<file path="config.mk">
export PLATFORM = sky130hd
export DESIGN_NAME = pvis_top
export DESIGN_NICKNAME = d
export VERILOG_FILES = /design/src/logic/pvis_pkg.sv /design/src/logic/pvis_regbus_if.sv /design/src/logic/pvis_top.sv /design/src/logic/pvis_axil_slave.sv /design/src/logic/pvis_irq_router.sv
export SDC_FILE = /design/constraint.sdc
export NUM_CORES = 1
export LEC_CHECK = 0
export BUFFER_PORTS_ARGS = -buffer_cell sky130_fd_sc_hd__buf_2
export CORE_AREA = 2 2 196 198
export CTS_CLUSTER_DIAMETER = 120
export DETAILED_ROUTE_END_ITERATION = 7
export DIE_AREA = 0 0 198 200
export SYNTH_ARGS = -nofsm -noshare
export SYNTH_HDL_FRONTEND = slang
export SYNTH_SLANG_ARGS = --single-unit
</file>
<file path="constraint.sdc">
create_clock -name aclk -period 2.59 [get_ports aclk]
set_input_delay 0.259 -clock aclk [delete_from_list [all_inputs] [get_ports aclk]]
set_output_delay 0.259 -clock aclk [all_outputs]
set_load 0.03 [all_outputs]
</file>
<file path="src/logic/pvis_pkg.sv">
// Package with the register map, field layout and bus constants of the interrupt status and routing block.
package pvis_pkg;

  // ****************************************************************
  // Bus geometry
  // ****************************************************************
  localparam int ADDR_W = 12;
  localparam int DATA_W = 32;
  localparam int STRB_W = 4;
  localparam int NUM_OUT = 8;
  localparam int NUM_SRC = 24;
  localparam int ROUTE_W = 3;
  localparam int ROUTE_STRIDE = 4;
  localparam int ROUTE_B_BASE = 8;
  localparam int VEC_W = 8;

  // ****************************************************************
  // Register offsets (byte addresses)
  // ****************************************************************
  localparam logic [11:0] OFF_PCI_EN = 12'h300;
  localparam logic [11:0] OFF_STAT = 12'h304;
  localparam logic [11:0] OFF_ROUTE_A = 12'h308;
  localparam logic [11:0] OFF_ROUTE_B = 12'h30C;
  localparam logic [11:0] OFF_VME_EN = 12'h310;
  localparam logic [11:0] OFF_VME_STAT = 12'h314;
  localparam logic [11:0] OFF_VEC_BASE = 12'h320;
  localparam logic [2:0] VEC_SLOT_NONE = 3'h7;

  // ****************************************************************
  // Field layout, writable masks and reset values
  // ****************************************************************
  localparam logic [31:0] REG_RESET = 32'h00000000;
  localparam logic [31:0] STAT_MASK = 32'h00FFF7FF;
  localparam logic [31:0] LEVEL_MASK = 32'h0000C000;
  localparam logic [31:0] ROUTE_A_MASK = 32'h77777777;
  localparam logic [31:0] ROUTE_B_MASK = 32'h77770777;
  localparam logic [31:0] VME_EN_MASK = 32'hF8000000;
  localparam int BIT_MAILBOX_0 = 16;
  localparam int BIT_LM0 = 20;
  localparam int BIT_PWR = 15;
  localparam int BIT_SYS = 14;
  localparam int BIT_SWI = 13;
  localparam int BIT_DMA = 8;
  localparam int BIT_VIRQ1 = 1;
  localparam int BIT_VIRQ3 = 3;
  localparam int BIT_VIRQ7 = 7;
  localparam int BIT_VME_OWNERSHIP_EVENT = 0;
  localparam int VME_SOFT_LSB = 27;
  localparam int VME_SOFT_N = 5;
  localparam logic [2:0] DEST_FIXED = 3'h0;
  localparam logic [7:0] PCI_OUT_IDLE = 8'hFF;

  // ****************************************************************
  // Response codes
  // ****************************************************************
  localparam logic [1:0] RESP_OKAY = 2'h0;
  localparam logic [1:0] RESP_SLVERR = 2'h2;

endpackage : pvis_pkg

</file>
<file path="src/logic/pvis_regbus_if.sv">
// Interface that carries register reads and writes from the bus slave to the register file.
`timescale 1ns/1ps
`default_nettype none

interface pvis_regbus_if;
  logic wr_en;
  logic [11:0] wr_addr;
  logic [31:0] wr_data;
  logic [3:0] wr_strb;
  logic wr_ok;
  logic rd_en;
  logic [11:0] rd_addr;
  logic [31:0] rd_data;
  logic rd_ok;

  // The slave side issues one-cycle strobes; the register side answers in the same cycle.
  modport slave_side (output wr_en, wr_addr, wr_data, wr_strb, rd_en, rd_addr, input wr_ok, rd_data, rd_ok);
  modport regs_side (input wr_en, wr_addr, wr_data, wr_strb, rd_en, rd_addr, output wr_ok, rd_data, rd_ok);
endinterface : pvis_regbus_if

`default_nettype wire

</file>
<file path="src/logic/pvis_top.sv">
// Interrupt status, routing and VME software interrupt enable logic of the bridge, with its AXI4-Lite register port.
//
// Our own choice: the AXI4-Lite register port.
`timescale 1ns/1ps
`default_nettype none

// Contract
// Four location monitor bits, set on event, W1C
// Four mailbox bits, set on event, W1C
// Status bits latch on source edges
// Writing one clears regardless of source; here the power and system fail bits stay set while their pin is high
// Software must service sources separately
// Power and system fail follow pins; here they set on the level and stay set after the pin falls until W1C
// Soft interrupt and soft acknowledge status bits
// VME error, PCI error, DMA status bits
// VME levels and ownership status bits
// Route A holds level destinations
// Route A holds ownership destination
// Route B holds remaining source destinations; mailbox and location monitor bits here go to fixed output 0 instead
// Three-bit binary destination output number
// VME enable bits seven to three
// Enable rise raises VME soft interrupt
// Enable fall masks, status kept
// Acknowledge stores vector, sets status, stalls level
// PCI enable bit gates each source
// Output asserted while routed source active
module pvis_top (
  // Clock, reset and enable.
  input wire logic aclk,
  input wire logic aresetn,
  input wire logic aclken,
  // AXI4-Lite write channels.
  input wire logic [11:0] awaddr,
  input wire logic awvalid,
  output logic awready,
  input wire logic [31:0] wdata,
  input wire logic [3:0] wstrb,
  input wire logic wvalid,
  output logic wready,
  output logic [1:0] bresp,
  output logic bvalid,
  input wire logic bready,
  // AXI4-Lite read channels.
  input wire logic [11:0] araddr,
  input wire logic arvalid,
  output logic arready,
  output logic [31:0] rdata,
  output logic [1:0] rresp,
  output logic rvalid,
  input wire logic rready,
  // Interrupt sources, active high.
  input wire logic [3:0] loc_monitor_in,
  input wire logic [3:0] mailbox_in,
  input wire logic power_fail_in,
  input wire logic sys_fail_in,
  input wire logic soft_ack_event,
  input wire logic vme_bus_error,
  input wire logic pci_bus_error,
  input wire logic dma_done,
  input wire logic vme_ownership_event,
  // VME interrupt handler side.
  input wire logic [7:1] vme_irq_levels,
  input wire logic [7:1] iack_done,
  input wire logic [7:0] iack_vector,
  output logic [7:1] iack_req,
  // Interrupt outputs.
  output logic [7:0] pci_irq_out_n,
  output logic [7:3] vme_soft_irq
);

  // ****************************************************************
  // Register bus
  // ****************************************************************
  pvis_regbus_if bus ();

  pvis_axil_slave u_slave (
    .aclk(aclk),
    .aresetn(aresetn),
    .aclken(aclken),
    .awaddr(awaddr),
    .awvalid(awvalid),
    .awready(awready),
    .wdata(wdata),
    .wstrb(wstrb),
    .wvalid(wvalid),
    .wready(wready),
    .bresp(bresp),
    .bvalid(bvalid),
    .bready(bready),
    .araddr(araddr),
    .arvalid(arvalid),
    .arready(arready),
    .rdata(rdata),
    .rresp(rresp),
    .rvalid(rvalid),
    .rready(rready),
    .bus(bus)
  );

  // Expands byte strobes to a bit mask.
  function automatic logic [31:0] strb_mask(input logic [3:0] strb);
    for (int i = 0; i < pvis_pkg::STRB_W; i++) begin
      strb_mask[i * 8 +: 8] = {8{strb[i]}};
    end
  endfunction : strb_mask

  // Merges written bytes into a read-write register, keeping reserved bits at zero.
  function automatic logic [31:0] merge_wr(input logic [31:0] old, input logic [31:0] data,
                                           input logic [3:0] strb, input logic [31:0] mask);
    logic [31:0] m;
    m = strb_mask(strb);
    merge_wr = ((old & ~m) | (data & m)) & mask;
  endfunction : merge_wr

  // ****************************************************************
  // State
  // ****************************************************************
  logic [31:0] en_r, route_a_r, route_b_r, vme_en_r, stat_r, vsoft_r, src_prev_r, vme_en_prev_r;
  logic [7:0] vec_r [pvis_pkg::BIT_VIRQ1:pvis_pkg::BIT_VIRQ7];
  logic [7:1] iack_req_r;
  logic [7:0] pci_out_n_r;
  logic [4:0] vme_soft_irq_r;
  logic [7:0] route_level;

  // Address decode.
  wire wr_pci_en = bus.wr_en && (bus.wr_addr == pvis_pkg::OFF_PCI_EN);
  wire wr_stat = bus.wr_en && (bus.wr_addr == pvis_pkg::OFF_STAT);
  wire wr_route_a = bus.wr_en && (bus.wr_addr == pvis_pkg::OFF_ROUTE_A);
  wire wr_route_b = bus.wr_en && (bus.wr_addr == pvis_pkg::OFF_ROUTE_B);
  wire wr_vme_en = bus.wr_en && (bus.wr_addr == pvis_pkg::OFF_VME_EN);
  wire wr_vstat = bus.wr_en && (bus.wr_addr == pvis_pkg::OFF_VME_STAT);
  wire [2:0] vec_slot = bus.rd_addr[4:2];
  wire rd_vec = (bus.rd_addr[11:5] == pvis_pkg::OFF_VEC_BASE[11:5]) && (bus.rd_addr[1:0] == 2'h0)
                && (vec_slot != pvis_pkg::VEC_SLOT_NONE);
  wire [31:0] wr_bits = bus.wr_data & strb_mask(bus.wr_strb);

  // ****************************************************************
  // Status latching
  // ****************************************************************
  // Source levels in status-bit order; the soft interrupt source is the enable bit itself.
  wire [31:0] src_lvl = {8'h00, loc_monitor_in, mailbox_in, power_fail_in, sys_fail_in,
                         en_r[pvis_pkg::BIT_SWI], soft_ack_event, 1'b0, vme_bus_error, pci_bus_error,
                         dma_done, iack_done, vme_ownership_event};
  // Edge bits latch on a rising source; the two fail bits set on the level. A set beats a clear.
  wire [31:0] stat_set = ((src_lvl & ~src_prev_r & ~pvis_pkg::LEVEL_MASK)
                         | (src_lvl & pvis_pkg::LEVEL_MASK)) & pvis_pkg::STAT_MASK;
  wire [31:0] stat_clr = wr_stat ? wr_bits : pvis_pkg::REG_RESET;
  wire [31:0] stat_nxt = ((stat_r & ~stat_clr) | stat_set) & pvis_pkg::STAT_MASK;

  // VME software levels: an enable rise sets the status; a clear of the enable leaves it.
  wire [31:0] vme_en_nxt = wr_vme_en ? merge_wr(vme_en_r, bus.wr_data, bus.wr_strb, pvis_pkg::VME_EN_MASK)
                                     : vme_en_r;
  wire [31:0] vme_rise = vme_en_r & ~vme_en_prev_r & pvis_pkg::VME_EN_MASK;
  wire [31:0] vsoft_clr = wr_vstat ? wr_bits : pvis_pkg::REG_RESET;
  wire [31:0] vsoft_nxt = ((vsoft_r & ~vsoft_clr) | vme_rise) & pvis_pkg::VME_EN_MASK;
  wire [31:0] vsoft_on = vsoft_nxt & vme_en_nxt;
  wire [4:0] vme_soft_nxt = vsoft_on[pvis_pkg::VME_SOFT_LSB +: pvis_pkg::VME_SOFT_N];

  // A level is requested only while enabled and not already pending, so no second vector is fetched.
  wire [7:1] iack_req_nxt = vme_irq_levels & en_r[pvis_pkg::BIT_VIRQ7:pvis_pkg::BIT_VIRQ1]
                            & ~stat_nxt[pvis_pkg::BIT_VIRQ7:pvis_pkg::BIT_VIRQ1];

  // Register file updates.
  always_ff @(posedge aclk) begin
    if (!aresetn) begin
      en_r <= pvis_pkg::REG_RESET;
      route_a_r <= pvis_pkg::REG_RESET;
      route_b_r <= pvis_pkg::REG_RESET;
      vme_en_r <= pvis_pkg::REG_RESET;
      vme_en_prev_r <= pvis_pkg::REG_RESET;
      stat_r <= pvis_pkg::REG_RESET;
      vsoft_r <= pvis_pkg::REG_RESET;
      src_prev_r <= pvis_pkg::REG_RESET;
    end else if (aclken) begin
      if (wr_pci_en) begin
        en_r <= merge_wr(en_r, bus.wr_data, bus.wr_strb, pvis_pkg::STAT_MASK);
      end
      if (wr_route_a) begin
        route_a_r <= merge_wr(route_a_r, bus.wr_data, bus.wr_strb, pvis_pkg::ROUTE_A_MASK);
      end
      if (wr_route_b) begin
        route_b_r <= merge_wr(route_b_r, bus.wr_data, bus.wr_strb, pvis_pkg::ROUTE_B_MASK);
      end
      vme_en_r <= vme_en_nxt;
      vme_en_prev_r <= vme_en_r;
      stat_r <= stat_nxt;
      vsoft_r <= vsoft_nxt;
      src_prev_r <= src_lvl;
    end
  end

  // Vector store, written when the acknowledge cycle of a level completes.
  always_ff @(posedge aclk) begin
    if (!aresetn) begin
      for (int l = pvis_pkg::BIT_VIRQ1; l <= pvis_pkg::BIT_VIRQ7; l++) begin
        vec_r[l] <= '0;
      end
    end else if (aclken) begin
      for (int l = pvis_pkg::BIT_VIRQ1; l <= pvis_pkg::BIT_VIRQ7; l++) begin
        if (iack_done[l]) begin
          vec_r[l] <= iack_vector;
        end
      end
    end
  end

  // ****************************************************************
  // Routing and registered outputs
  // ****************************************************************
  pvis_irq_router u_router (
    .stat(stat_r),
    .en(en_r),
    .route_a(route_a_r),
    .route_b(route_b_r),
    .level(route_level)
  );

  // Outputs are registered; the PCI outputs lag stat_r by one enabled cycle, while iack_req and vme_soft_irq take the next status and update with it.
  always_ff @(posedge aclk) begin
    if (!aresetn) begin
      pci_out_n_r <= pvis_pkg::PCI_OUT_IDLE;
      iack_req_r <= '0;
      vme_soft_irq_r <= '0;
    end else if (aclken) begin
      pci_out_n_r <= ~route_level;
      iack_req_r <= iack_req_nxt;
      vme_soft_irq_r <= vme_soft_nxt;
    end
  end

  assign pci_irq_out_n = pci_out_n_r;
  assign iack_req = iack_req_r;
  assign vme_soft_irq = vme_soft_irq_r;

  // ****************************************************************
  // Read mux and write answer
  // ****************************************************************
  // Unmapped or misaligned addresses answer with an error; vectors are read-only.
  assign bus.rd_ok = (bus.rd_addr == pvis_pkg::OFF_PCI_EN) || (bus.rd_addr == pvis_pkg::OFF_STAT)
                     || (bus.rd_addr == pvis_pkg::OFF_ROUTE_A) || (bus.rd_addr == pvis_pkg::OFF_ROUTE_B)
                     || (bus.rd_addr == pvis_pkg::OFF_VME_EN) || (bus.rd_addr == pvis_pkg::OFF_VME_STAT) || rd_vec;
  assign bus.wr_ok = wr_pci_en || wr_stat || wr_route_a || wr_route_b || wr_vme_en || wr_vstat;
  assign bus.rd_data = (bus.rd_addr == pvis_pkg::OFF_PCI_EN) ? en_r :
                       (bus.rd_addr == pvis_pkg::OFF_STAT) ? stat_r :
                       (bus.rd_addr == pvis_pkg::OFF_ROUTE_A) ? route_a_r :
                       (bus.rd_addr == pvis_pkg::OFF_ROUTE_B) ? route_b_r :
                       (bus.rd_addr == pvis_pkg::OFF_VME_EN) ? vme_en_r :
                       (bus.rd_addr == pvis_pkg::OFF_VME_STAT) ? vsoft_r :
                       rd_vec ? {24'h000000, vec_r[3'(vec_slot + 3'h1)]} : pvis_pkg::REG_RESET;
endmodule : pvis_top

`default_nettype wire

</file>
<file path="src/logic/pvis_axil_slave.sv">
// AXI4-Lite slave that turns bus transfers into single-cycle register strobes.
`timescale 1ns/1ps
`default_nettype none

module pvis_axil_slave (
  // Clock, reset and enable.
  input wire logic aclk,
  input wire logic aresetn,
  input wire logic aclken,
  // Write channels.
  input wire logic [11:0] awaddr,
  input wire logic awvalid,
  output logic awready,
  input wire logic [31:0] wdata,
  input wire logic [3:0] wstrb,
  input wire logic wvalid,
  output logic wready,
  output logic [1:0] bresp,
  output logic bvalid,
  input wire logic bready,
  // Read channels.
  input wire logic [11:0] araddr,
  input wire logic arvalid,
  output logic arready,
  output logic [31:0] rdata,
  output logic [1:0] rresp,
  output logic rvalid,
  input wire logic rready,
  // Register side.
  pvis_regbus_if.slave_side bus
);

  logic awready_r, arready_r, bvalid_r, rvalid_r, wr_en_r, rd_en_r;
  logic [1:0] bresp_r, rresp_r;
  logic [31:0] rdata_r, wdata_r;
  logic [11:0] waddr_r, raddr_r;
  logic [3:0] wstrb_r;

  // Address and data are waited for together, so either arrival order works and one write runs at a time.
  wire wr_start = awvalid && wvalid && !awready_r && !wr_en_r && !bvalid_r;
  wire wr_take = awready_r && awvalid && wvalid;
  wire rd_start = arvalid && !arready_r && !rd_en_r && !rvalid_r;
  wire rd_take = arready_r && arvalid;

  // Handshake sequencing for both directions.
  always_ff @(posedge aclk) begin
    if (!aresetn) begin
      awready_r <= 1'b0;
      arready_r <= 1'b0;
      bvalid_r <= 1'b0;
      rvalid_r <= 1'b0;
      wr_en_r <= 1'b0;
      rd_en_r <= 1'b0;
      bresp_r <= pvis_pkg::RESP_OKAY;
      rresp_r <= pvis_pkg::RESP_OKAY;
      rdata_r <= pvis_pkg::REG_RESET;
      wdata_r <= pvis_pkg::REG_RESET;
      waddr_r <= '0;
      raddr_r <= '0;
      wstrb_r <= '0;
    end else if (aclken) begin
      wr_en_r <= wr_take;
      rd_en_r <= rd_take;
      if (wr_start) begin
        awready_r <= 1'b1;
      end else if (wr_take) begin
        awready_r <= 1'b0;
        waddr_r <= awaddr;
        wdata_r <= wdata;
        wstrb_r <= wstrb;
      end
      if (wr_en_r) begin
        bvalid_r <= 1'b1;
        bresp_r <= bus.wr_ok ? pvis_pkg::RESP_OKAY : pvis_pkg::RESP_SLVERR;
      end else if (bvalid_r && bready) begin
        bvalid_r <= 1'b0;
      end
      if (rd_start) begin
        arready_r <= 1'b1;
      end else if (rd_take) begin
        arready_r <= 1'b0;
        raddr_r <= araddr;
      end
      if (rd_en_r) begin
        rvalid_r <= 1'b1;
        rdata_r <= bus.rd_data;
        rresp_r <= bus.rd_ok ? pvis_pkg::RESP_OKAY : pvis_pkg::RESP_SLVERR;
      end else if (rvalid_r && rready) begin
        rvalid_r <= 1'b0;
      end
    end
  end

  // Outputs come straight from the flops above.
  assign awready = awready_r;
  assign wready = awready_r;
  assign bvalid = bvalid_r;
  assign bresp = bresp_r;
  assign arready = arready_r;
  assign rvalid = rvalid_r;
  assign rresp = rresp_r;
  assign rdata = rdata_r;
  assign bus.wr_en = wr_en_r;
  assign bus.wr_addr = waddr_r;
  assign bus.wr_data = wdata_r;
  assign bus.wr_strb = wstrb_r;
  assign bus.rd_en = rd_en_r;
  assign bus.rd_addr = raddr_r;

endmodule : pvis_axil_slave

`default_nettype wire

</file>
<file path="src/logic/pvis_irq_router.sv">
// Router that folds every enabled, pending source onto its selected PCI interrupt output, or onto fixed output 0 for mailbox and location monitor sources.
`timescale 1ns/1ps
`default_nettype none

module pvis_irq_router (
  // Pending and enable vectors.
  input wire logic [31:0] stat,
  input wire logic [31:0] en,
  // Destination fields.
  input wire logic [31:0] route_a,
  input wire logic [31:0] route_b,
  // Active-high output levels.
  output logic [7:0] level
);

  // Sources without a destination field are sent to a fixed output.
  function automatic logic [2:0] dest_of(input int s, input logic [31:0] ra, input logic [31:0] rb);
    if (s < pvis_pkg::ROUTE_B_BASE) begin
      dest_of = ra[s * pvis_pkg::ROUTE_STRIDE +: pvis_pkg::ROUTE_W];
    end else if (s < 2 * pvis_pkg::ROUTE_B_BASE) begin
      dest_of = rb[(s - pvis_pkg::ROUTE_B_BASE) * pvis_pkg::ROUTE_STRIDE +: pvis_pkg::ROUTE_W];
    end else begin
      dest_of = pvis_pkg::DEST_FIXED;
    end
  endfunction : dest_of

  wire [31:0] active = stat & en;

  // An output is high while any source that selects it is pending and enabled.
  always_comb begin
    level = '0;
    for (int s = 0; s < pvis_pkg::NUM_SRC; s++) begin
      if (active[s]) begin
        level[dest_of(s, route_a, route_b)] = 1'b1;
      end
    end
  end

endmodule : pvis_irq_router

`default_nettype wire

</file>
==> run metrics <==
met2 Usage GRT 0.402; Clock Path Buffers 3; synthesized cell area ~15000 um^2; first-pass GRT wire length approximately 75 mm; Worst Tran Pin Value around 0.71 ns; f_max 416 MHz; Max-cap violations 0; Leak between 6 and 7 nW; CP required ~3.0 ns; Most Crowded Layer GR met2; total die area 39600 um^2; drt wl/cell 20.7 um; antenna violations before repair 1; M3 GR Usage 0.0418; Via density approximately 5.6; TritonCTS clock tree done; final setup vio count 0; Async SR Flop Fraction 0; setup TNS 0 ns; NumNets Final 1977; top post-synthesis cells by area dfxtp_1, edfxtp_1, nand2_1, mux2i_1, a21boi_0; YS warnings 0; core footprint 37400 um^2; global route overflow 0; residual DRC count 0; CTS sink cnt ~300; Post-CTS Resized 0; Fin. Hold Viols 0; Worst-path clk slew around 0.06 ns; hpwl dp 37.3 mm; placed cells approximately 2300; Detail Route Antenna Nets 0; Yosys top cell area share 0.332; Max H-tree Level 2; Reg2Reg Depth 5; Site Rows 71; RSZ-0062 raised after global routing false; Rel. slew slack 0.520; fin crit share 0.927; sequential share of the synthesized area 0.445; vias in the first global route ~13000; GRT Total Usage 0.247; Post-synth EDFFs 56; commonest non-fill, non-tap cells in the layout nand2_1, dfxtp_1, buf_2, mux2i_1, a21boi_0; IO Pins between 150 and 200; cts-stage hold buffer count 54; Max Slew Vio Count 0; Hold/Removal Path Class input port to flop; status completed; M1 GR Usage 0.329; clk_skew around 0.01 ns; crit end category flop; largest net degree at the start of global routing 82; Starting Density 0.395; Die Width between 150 and 200 um; Final Instance Area around 18000 um^2; Hold Path Cell Cnt 3; post-synthesis cell count ~1700; PD cells a little under 600 nW/um^2; WL final about 50 mm; Synth area leader dfxtp_1; DR vias 13500; total power between 10 and 15 mW; Area Growth Syn to Fin 21.0%; number of port buffers 161; synthesized area per cell 8.78 um^2; most common cell after layout, fill and taps aside nand2_1; DP Area ~16000 um^2; CP Max Fanout 12; post-synth cell types 66; Die Y around 200 um; maximum vdd drop 0.486 mV; layout cell share with drive strength beyond 1 0.165; final hold slack 0.00924 ns; gpl congestion ~0.94; CP arrival 2.83 ns; final non-filler cell total 2403; Worst-Skew Late Latency ~0.53 ns; CP Class flop to flop; total CTS buffers 36; CTS root buf clkbuf_16; Synth Flop Type dfxtp_1; Seq cells post-synth about 300; Initial DRC Count ~850; Post-CTS Repair Setup Buffers 0; First-pass DRT Iterations 5; Worst Setup Start Kind flop; minimum clock period 2.40 ns
## worst max-delay path: stages (launching register included)
cell,delay (ns)
dfxtp_1,0.32
nand4bb_1,0.53
buf_4,0.40
nor4_1,0.56
nor3_1,0.17
o41ai_2,0.30
## Yosys cell counts (11+ instances only)
cell type and number:
nand4_1 25, a21boi_0 72, and3b_1 12, mux2i_1 102
nand2b_1 25, nand3b_1 25, o22ai_1 65, buf_2 12
o21ai_0 71, inv_1 41, o211ai_1 12, nand3_1 34
edfxtp_1 56, or4_1 11, dfxtp_1 245, nand2_1 377
nor3_1 40, a21oi_1 32, nor3b_1 11, a22o_1 12
nor2b_1 38, clkbuf_1 93, and2_1 11, nor2_1 27
and3_1 63
## stage by stage
step | setup slack [ns] | utilization
6_report | 0.188 | 0.478
5_1_grt | 0.0938 | 0.478
4_1_cts | 0.207 | 0.478
3_5_place_dp | 0.218 | 0.434
3_3_place_gp | 0.302 | 0.434
2_1_floorplan | 0.0587 | -
## where the power goes
part,internal (mW),switching (mW)
Clock,2.81,1.97
Sequential,4.91,0.0989
Combinational,0.300,0.428
Total,8.02,2.50
## final timing paths
kind,startpoint,endpoint,slack [ns]
max,u_slave.bus.rd_addr[11]$_SDFFE_PN0P_,u_slave.rdata[1]$_SDFFE_PN0P_,0.19
max reg2reg,u_slave.bus.rd_addr[11]$_SDFFE_PN0P_,u_slave.rdata[1]$_SDFFE_PN0P_,0.19
min,araddr[0],u_slave.bus.rd_addr[0]$_SDFFE_PN0P_,0.009
min reg2reg,src_prev_r[23]$_SDFFE_PN0P_,src_prev_r[23]$_SDFFE_PN0P_,0.44
## routing by layer
layer  vias up  routed length [um]
met2       423               23000
met4         0                1810
met1      6526               22000
li1       6438                   -
met3        90                2930
met5         -                   0
## kinds of logic (layout without fill, tap and decap cells)
logic type	count (synthesis)	count (layout)	share of synthesized area
flops	301	301	0.445
fa+ha+maj	5	5	0.00423
buf+inv	160	365	0.0437
simple gates	757	757	0.267
other cells	1	4	0.000254
compound gates	356	356	0.167
mux	104	104	0.0721
## final cells by class
type / instances / area, um^2
antenna: 1 / 2.50
clock buffer: 50 / 1000
clock inverter: 12 / 103
fill: 3584 / 19500
inverter: 41 / 154
multi-input combinational: 1225 / 7600
sequential: 301 / 6590
tap: 511 / 639
timing repair buffer: 262 / 1810
No activity file was read; power rests on OpenSTA's default activity.
